===== config.mk =====
export PLATFORM = sky130hd
export DESIGN_NAME = system_address_decoder
export DESIGN_NICKNAME = d
export VERILOG_FILES = /design/src/addr_decoder_pkg.sv /design/src/region_protection_checker.sv /design/src/system_address_decoder.sv
export VERILOG_INCLUDE_DIRS = /design/src
export SDC_FILE = /design/constraint.sdc
export NUM_CORES = 1
export LEC_CHECK = 0
export ABC_CLOCK_PERIOD_IN_PS = 950
export BUFFER_PORTS_ARGS = -buffer_cell sky130_fd_sc_hd__buf_2
export CORE_MARGIN = 2
export CORE_UTILIZATION = 30
export DETAILED_ROUTE_END_ITERATION = 10
export PLACE_DENSITY_LB_ADDON = 0.3
export REMOVE_ABC_BUFFERS = 1
export SLEW_MARGIN = 20
export SYNTH_ARGS = -nofsm -noshare
export SYNTH_HDL_FRONTEND = slang
export SYNTH_SLANG_ARGS = --single-unit

===== constraint.sdc =====
create_clock -name sys_clk -period 0.95 [get_ports sys_clk]
set_input_delay 0.095 -clock sys_clk [delete_from_list [all_inputs] [get_ports sys_clk]]
set_output_delay 0.095 -clock sys_clk [all_outputs]
set_load 0.01 [all_outputs]

===== src/addr_decoder_cfg.svh =====
// Address map constants for the system address decoder
`ifndef ADDR_DECODER_CFG_SVH
`define ADDR_DECODER_CFG_SVH

`define FLASH_BASE      32'h0000_0000
`define FLASH_END       32'h0008_0000
`define VECT_END        32'h0000_0100
`define LSRAM_BASE      32'h1000_0000
`define LSRAM_END       32'h1000_8000
`define BROM_BASE       32'h1FFF_0000
`define BROM_END        32'h1FFF_2000
`define XSRAM_BASE      32'h2007_C000
`define XSRAM_END       32'h2008_4000
`define FGPIO_BASE      32'h2009_C000
`define FGPIO_END       32'h200A_0000
`define SBB_BASE        32'h2200_0000
`define SBB_END         32'h2400_0000
`define FIRST_APB_GROUP_BASE       32'h4000_0000
`define SECOND_APB_GROUP_BASE       32'h4008_0000
`define APB_END         32'h4010_0000
`define PBB_BASE        32'h4200_0000
`define PBB_END         32'h4400_0000
`define AHBP_BASE       32'h5000_0000
`define AHBP_END        32'h5020_0000
`define PPB_BASE        32'hE000_0000
`define PPB_END         32'hE010_0000
`define WDT_ADDR        32'h4000_0000
`define TMR0_ADDR       32'h4000_4000
`define TMR1_ADDR       32'h4000_8000
`define USB_ADDR        32'h5000_C000
`define SLOT_LSB        14
`define AHB_SLOT_W      7
`define APB_SLOT_W      6
`define NUM_REGIONS     8
`define NUM_SUBREG      8
`define PROT_CFG_W      2

`endif


===== src/addr_decoder_pkg.sv =====
// Types shared by the system address decoder
package addr_decoder_pkg;

	// Slave port selected by the decoder
	typedef enum logic [3:0] {
		SLV_NONE  = 4'h0,
		SLV_FLASH = 4'h1,
		SLV_VECT  = 4'h2,
		SLV_LSRAM = 4'h3,
		SLV_BROM  = 4'h4,
		SLV_XSRAM = 4'h5,
		SLV_FGPIO = 4'h6,
		SLV_SBB   = 4'h7,
		SLV_FIRST_APB_GROUP  = 4'h8,
		SLV_SECOND_APB_GROUP  = 4'h9,
		SLV_PBB   = 4'hA,
		SLV_AHBP  = 4'hB,
		SLV_PPB   = 4'hC
	} slave_e;

	// Region access policy
	typedef enum logic [1:0] {
		PROT_NONE = 2'h0,
		PROT_RO   = 2'h1,
		PROT_RW   = 2'h2
	} prot_e;

endpackage


===== src/region_protection_checker.sv =====
// Region protection checker with eight regions of eight subregions
`timescale 1ns/1ps
`default_nettype none
`include "addr_decoder_cfg.svh"
module region_protection_checker
	import addr_decoder_pkg::*;
(
	// Access under test
	input  wire logic [31:0] addr,
	input  wire logic        write,
	input  wire logic        checkEn,
	// Region setup, one lane per region
	input  wire logic [`NUM_REGIONS-1:0]       regionEn,
	input  wire logic [`NUM_REGIONS*32-1:0]    regionBase,
	input  wire logic [`NUM_REGIONS*5-1:0]     regionSizeLog2,
	input  wire logic [`NUM_REGIONS*8-1:0]     subregionDis,
	input  wire logic [`NUM_REGIONS*2-1:0]     regionPerm,
	// Verdict
	output logic                               blocked
);

	logic [`NUM_REGIONS-1:0] hit;
	logic [`NUM_REGIONS-1:0] allow;

	// Match each region; highest numbered hit decides, as on the core
	always_comb begin
		logic [31:0] mask;
		logic [4:0]  sz;
		logic [2:0]  sub;
		logic [1:0]  perm;
		mask = 32'h0;
		sz   = 5'h0;
		sub  = 3'h0;
		perm = 2'h0;
		for (int r = 0; r < `NUM_REGIONS; r++) begin
			sz   = regionSizeLog2[r*5 +: 5];
			mask = 32'hFFFF_FFFF << sz;
			sub  = 3'((addr >> (sz - 5'd3)) & 32'h7);
			perm = regionPerm[r*2 +: 2];
			hit[r] = regionEn[r] && ((addr & mask) == (regionBase[r*32 +: 32] & mask))
				&& !subregionDis[r*8 + int'(sub)];
			allow[r] = (perm == PROT_RW) || ((perm == PROT_RO) && !write);
		end
	end

	// No hit, or winner forbids it: blocked
	always_comb begin
		logic ok;
		logic any;
		ok  = 1'b0;
		any = 1'b0;
		for (int r = 0; r < `NUM_REGIONS; r++) begin
			if (hit[r]) begin
				any = 1'b1;
				ok  = allow[r];
			end
		end
		blocked = checkEn && (!any || !ok);
	end

endmodule // region_protection_checker
`default_nettype wire


===== src/system_address_decoder.sv =====
// System address decoder: slave select, slot index, protection fault
`timescale 1ns/1ps
`default_nettype none
`include "addr_decoder_cfg.svh"
module system_address_decoder
	import addr_decoder_pkg::*;
(
	// Clock and reset
	input  wire logic                          sys_clk,
	input  wire logic                          sys_rst,
	// AHB-Lite address phase from a master
	input  wire logic [31:0]                   HADDR,
	input  wire logic [1:0]                    HTRANS,
	input  wire logic                          HWRITE,
	input  wire logic                          HREADY,
	// Vector remap and protection setup
	input  wire logic                          vectRemap,
	input  wire logic                          protEnable,
	input  wire logic [`NUM_REGIONS-1:0]       regionEn,
	input  wire logic [`NUM_REGIONS*32-1:0]    regionBase,
	input  wire logic [`NUM_REGIONS*5-1:0]     regionSizeLog2,
	input  wire logic [`NUM_REGIONS*8-1:0]     subregionDis,
	input  wire logic [`NUM_REGIONS*2-1:0]     regionPerm,
	// Data-phase decode results
	output slave_e                             slaveSel,
	output logic [`AHB_SLOT_W-1:0]             ahbSlot,
	output logic [`APB_SLOT_W-1:0]             apbSlot,
	output logic                               watchdog_slot,
	output logic                               first_timer_slot,
	output logic                               second_timer_slot,
	output logic                               usbSlot,
	output logic                               xsramBlock,
	output logic                               decodeErr,
	output logic                               memManageFault
);

	//////////////////////////////////////////////////////////////////////////
	// Range helper used for every window except the vectors
	function automatic logic inRange(input logic [31:0] a, input logic [31:0] lo,
		input logic [31:0] hi);
		inRange = (a >= lo) && (a < hi);
	endfunction

	wire logic active = HTRANS[1] && HREADY;

	// Window hits; each master has its own decoder, so no arbitration here
	wire logic hitVect  = (HADDR < `VECT_END) && vectRemap;
	// Flash gives way to the remapped vectors so the unique case sees one hit
	wire logic hitFlash = inRange(HADDR, `FLASH_BASE, `FLASH_END) && !hitVect;
	wire logic hitLsram = inRange(HADDR, `LSRAM_BASE, `LSRAM_END);
	wire logic hitBrom  = inRange(HADDR, `BROM_BASE, `BROM_END);
	wire logic hitXsram = inRange(HADDR, `XSRAM_BASE, `XSRAM_END);
	wire logic hitFgpio = inRange(HADDR, `FGPIO_BASE, `FGPIO_END);
	wire logic hitSbb   = inRange(HADDR, `SBB_BASE, `SBB_END);
	wire logic hitApb0  = inRange(HADDR, `FIRST_APB_GROUP_BASE, `SECOND_APB_GROUP_BASE);
	wire logic hitApb1  = inRange(HADDR, `SECOND_APB_GROUP_BASE, `APB_END);
	wire logic hitPbb   = inRange(HADDR, `PBB_BASE, `PBB_END);
	wire logic hitAhbp  = inRange(HADDR, `AHBP_BASE, `AHBP_END);
	wire logic hitPpb   = inRange(HADDR, `PPB_BASE, `PPB_END);

	// Priority: vector remap overrides flash in the bottom 256 bytes
	slave_e selD;
	always_comb begin
		unique case (1'b1)
			hitVect:  selD = SLV_VECT;
			hitFlash: selD = SLV_FLASH;
			hitLsram: selD = SLV_LSRAM;
			hitBrom:  selD = SLV_BROM;
			hitXsram: selD = SLV_XSRAM;
			hitFgpio: selD = SLV_FGPIO;
			hitSbb:   selD = SLV_SBB;
			hitApb0:  selD = SLV_FIRST_APB_GROUP;
			hitApb1:  selD = SLV_SECOND_APB_GROUP;
			hitPbb:   selD = SLV_PBB;
			hitAhbp:  selD = SLV_AHBP;
			hitPpb:   selD = SLV_PPB;
			default:  selD = SLV_NONE;
		endcase
	end

	// Slot index bits right above the 16 kB offset
	wire logic [`AHB_SLOT_W-1:0] ahbSlotD = HADDR[`SLOT_LSB +: `AHB_SLOT_W];
	wire logic [`APB_SLOT_W-1:0] apbSlotD = HADDR[`SLOT_LSB +: `APB_SLOT_W];
	wire logic [31:0]            slotBase = {HADDR[31:`SLOT_LSB], 14'h0};

	// Named slots on the first APB group and the AHB area; xsram block bit from HADDR[14] on any address
	wire logic wdtD  = hitApb0 && (slotBase == `WDT_ADDR);
	wire logic tmr0D = hitApb0 && (slotBase == `TMR0_ADDR);
	wire logic tmr1D = hitApb0 && (slotBase == `TMR1_ADDR);
	wire logic usbD  = hitAhbp && (slotBase == `USB_ADDR);
	wire logic xblkD = HADDR[`SLOT_LSB];

	//////////////////////////////////////////////////////////////////////////
	// Protection check on the same address
	logic blocked;
	region_protection_checker uChecker (
		.addr           (HADDR),
		.write          (HWRITE),
		.checkEn        (protEnable),
		.regionEn       (regionEn),
		.regionBase     (regionBase),
		.regionSizeLog2 (regionSizeLog2),
		.subregionDis   (subregionDis),
		.regionPerm     (regionPerm),
		.blocked        (blocked)
	);

	// Blocked access selects nothing; fault raised instead
	wire logic faultD = active && blocked;
	wire logic errD   = active && !blocked && (selD == SLV_NONE);

	//////////////////////////////////////////////////////////////////////////
	// Register into data phase; idle selects SLV_NONE with no flags except xsramBlock, taken from HADDR[14] on any phase
	always_ff @(posedge sys_clk or posedge sys_rst) begin
		if (sys_rst) begin
			slaveSel          <= SLV_NONE;
			ahbSlot           <= '0;
			apbSlot           <= '0;
			watchdog_slot     <= 1'b0;
			first_timer_slot  <= 1'b0;
			second_timer_slot <= 1'b0;
			usbSlot           <= 1'b0;
			xsramBlock        <= 1'b0;
			decodeErr         <= 1'b0;
			memManageFault    <= 1'b0;
		end else if (HREADY) begin
			slaveSel          <= (active && !blocked) ? selD : SLV_NONE;
			ahbSlot           <= ahbSlotD;
			apbSlot           <= apbSlotD;
			watchdog_slot     <= active && !blocked && wdtD;
			first_timer_slot  <= active && !blocked && tmr0D;
			second_timer_slot <= active && !blocked && tmr1D;
			usbSlot           <= active && !blocked && usbD;
			xsramBlock        <= xblkD;
			decodeErr         <= errD;
			memManageFault    <= faultD;
		end
	end

endmodule // system_address_decoder
`default_nettype wire


==> results.sh <==
export IMPL_drive_above_1_share_pct=53.15
export IMPL_violations="setup timing"
export IMPL_syn_avg_cell_area_sq_um=8.992
export IMPL_synth_area_leaders="mux4_2 28%, xor2_1 8.6%, xnor2_1 8.3%"
export IMPL_antenna_found_initial=6
export IMPL_power_density_nw_per_um2=711.4
export IMPL_path_max_fanout=11
export IMPL_clock_sinks=17
export IMPL_rsz0062_at_grt="true"
export IMPL_post_route_drc_count=0
export IMPL_rows=78
export IMPL_drt_wl_total_um=71160
export IMPL_leakagePower_uw=0.009197
export IMPL_max_freq_ghz=0.2792
export IMPL_pre_cts_slack_ps=-3080
export IMPL_maxCapViolCount=0
export IMPL_start_util_pct=30.50
export IMPL_die_w_um=219.3
export IMPL_report_final_slew_viol_count=0
export IMPL_first_pass_iters=6
export IMPL_ys_warn_count=0
export IMPL_synth_sequential_area_ratio_pct=3.060
export IMPL_coreArea_sq_um=45580
export IMPL_hold_slack_ps=267.2
export IMPL_clock_skew_ps=0
export IMPL_syn_inst=1546
export IMPL_yosysTopAreaCell="mux4_2"
export IMPL_min_period_ps=3582
export IMPL_crit_arrival_ps=3710
export IMPL_drt_iter0_markers=1794
export IMPL_grt_max_degree=27
export IMPL_syn_area_sq_um=13900
export IMPL_post_place_cells=2888
export IMPL_numCtsBuffers=3
export IMPL_tritoncts="built"
export IMPL_max_slew_margin_pct=55.79
export IMPL_async_reset_ff_share_pct=100.0
export IMPL_grt_pass1_vias=16650
export IMPL_dp_hpwl_um=56930
export IMPL_period_share_pct=377.1
export IMPL_htreeDepth=1
export IMPL_routedWlPerCell_um=24.48
export IMPL_hold_path_class="input port to flip-flop"
export IMPL_clk_pin_slew_worst_paths_ps=50
export IMPL_layout_setup_ws_ps=-2632
export IMPL_power_uw=14750
export IMPL_die_h_um=219.3
export IMPL_grtUsageTotal_pct=28.39
export IMPL_die_area_sq_um=48080
export IMPL_nets=2764
export IMPL_start_kind="input port"
export IMPL_overflow=0
export IMPL_peakVddDrop_mv=0.7731
export IMPL_routed_via_density=5.701
export IMPL_cts_root_buffer="clkbuf_16"
export IMPL_port_buffers=446
export IMPL_cts_path_max_buffers=2
export IMPL_worstSetupPathType="input port to flip-flop"
export IMPL_area_growth_pct=49.10
export IMPL_grt_pass1_wl_um=103200
export IMPL_gp_congestion=0.9573
export IMPL_synth_edff_count=0
export IMPL_hold_viol=0
export IMPL_vias=16570
export IMPL_ios=448
export IMPL_synth_top_area_share_pct=28.19
export IMPL_layoutNonFillerInstCount=2907
export IMPL_yosysUniqueCellTypes=90
export IMPL_status="finished, violations left"
export IMPL_setup_tns_ps=-25440
export IMPL_end_kind="flip-flop"
export IMPL_synth_flop_cell="dfrtp_1"
export IMPL_setup_viol=10
export IMPL_ys_seq_elements=17
export IMPL_required_ps=1080
export IMPL_clk_latency_ps=240
export IMPL_antenna_left=0
export IMPL_worst_pin_slew_ps=646.5
## state kept, by name, indices dropped and copies added, names as in the netlist
signal / count
ahbSlot: 7
slaveSel: 4
decodeErr: 1
first_timer_slot: 1
memManageFault: 1
second_timer_slot: 1
usbSlot: 1
watchdog_slot: 1
## Yosys cell counts (17+ instances only)
master      n
mux4_2    174
xor2_1    136
xnor2_1   132
mux2i_1   101
a21oi_1    90
clkbuf_1   88
o21ai_0    81
inv_1      71
nand2_1    66
nor2_1     60
buf_2      53
mux2_2     40
ha_1       34
nand3_1    30
nor3_1     23
a31oi_1    22
buf_1      21
a22oi_1    18
nor2b_1    18
buf_4      17
dfrtp_1    17
nand4_1    17
## worst paths after layout
kind                       cells past startpoint               start        endpoint  slack (ps)
max                                           16  regionSizeLog2[25]  memManageFault       -2630
max reg2reg                                    1          ahbSlot[3]      ahbSlot[3]         180
min                                            3              HREADY      ahbSlot[1]         270
min reg2reg                                    1             usbSlot         usbSlot         490
max in group asynchronous                      4             sys_rst      ahbSlot[5]         360
min in group asynchronous                      4             sys_rst     slaveSel[3]         400
## timing repair
item / CTS / global route
hold buffers: 1 / 0
resized for setup: 49 / 13
setup buffers: 7 / 2
pin swaps: 9 / 7
endpoints found under the setup margin: 10 / 10
cloned: 2 / 1
endpoints found under the hold margin: 17 / 0
## layer usage
layer / vias to the layer above / GRT usage, % / wire length, um
li1: 7364 / - / -
met1: 8045 / 37.43 / 29020
met2: 991 / 47.74 / 33620
met3: 166 / 4.671 / 6276
met4: 6 / 7.973 / 2212
met5: - / 0 / 34
## cells by family (layout without fill, tap and decap cells)
kind of cell	Yosys count	count (layout)	share of synthesized area, %
AOI/OAI and AO/OA	334	334	15.73
muxes	326	326	40.51
and+or+nand+nor	294	294	11.12
xor gates and xnor gates	272	272	17.35
buffers and inverters	263	1022	8.730
adders and majority gates	40	40	3.492
DFF	17	17	3.060
other	0	2	0
## power by group
group	switching, uW	total (uW)	internal [uW]
Sequential	26.8	790	763
Clock	247	815	568
Combinational	6150	13100	7000
## placed cells by master, fill, tap and decap left out, types with 6 or more instances in the layout
cell       synthesis  layout
buf_2             53     444
buf_4             17     444
mux4_2           174     174
xor2_1           136     136
xnor2_1          132     132
mux2i_1          101      93
a21oi_1           90      89
o21ai_0           81      81
inv_1             71      67
nand2_1           66      65
nor2_1            60      59
buf_12             1      45
mux2_2            40      38
nand3_1           30      30
ha_1              34      27
nor3_1            23      23
a31oi_1           22      20
nand4_1           17      17
nor2b_1           18      17
dfrtp_1           17      17
a22oi_1           18      16
nor4_1            13      13
a211oi_1          12      12
nand2b_1          12      11
nand3b_1          10      10
o22ai_1           10      10
or4_1             10       9
o31ai_1            9       9
and2_1            10       8
o2111ai_1          8       8
o2bb2ai_1         12       7
o211ai_1           7       7
mux2i_4            3       7
ha_4               0       7
buf_6              5       7
maj3_1             6       6
mux2i_2            2       6
## cell type report
cell class              count  area (sq um)
clock buffers               4         78.83
flip-flops and latches     17         425.4
multi-input cells        1266         12540
repair buffers            946          6660
well taps                 600         750.7
inverters                  72         270.3
fillers                  4457         24850
diodes                      2         5.005
## stage by stage
stage	instance area (sq um)	utilization [%]
after global routing	20730	45.48
after floorplan	12960	-
final	20730	45.48
after global placement	20150	44.21
after detailed placement	20150	44.21
after CTS	20620	45.25
## worst max-delay path, cell delays in order
cell and delay (ps):
buf_2 100, inv_1 70, ha_4 280, buf_12 130, mux4_2 500, mux4_2 510, mux2i_4 190, mux2_4 320
a2bb2oi_1 160, a211o_1 350, nand2b_4 160, o311ai_4 290, a31oi_4 60, buf_12 150, buf_12 130, a22o_1 190
Note: power is estimated with default switching activity, not from simulation.
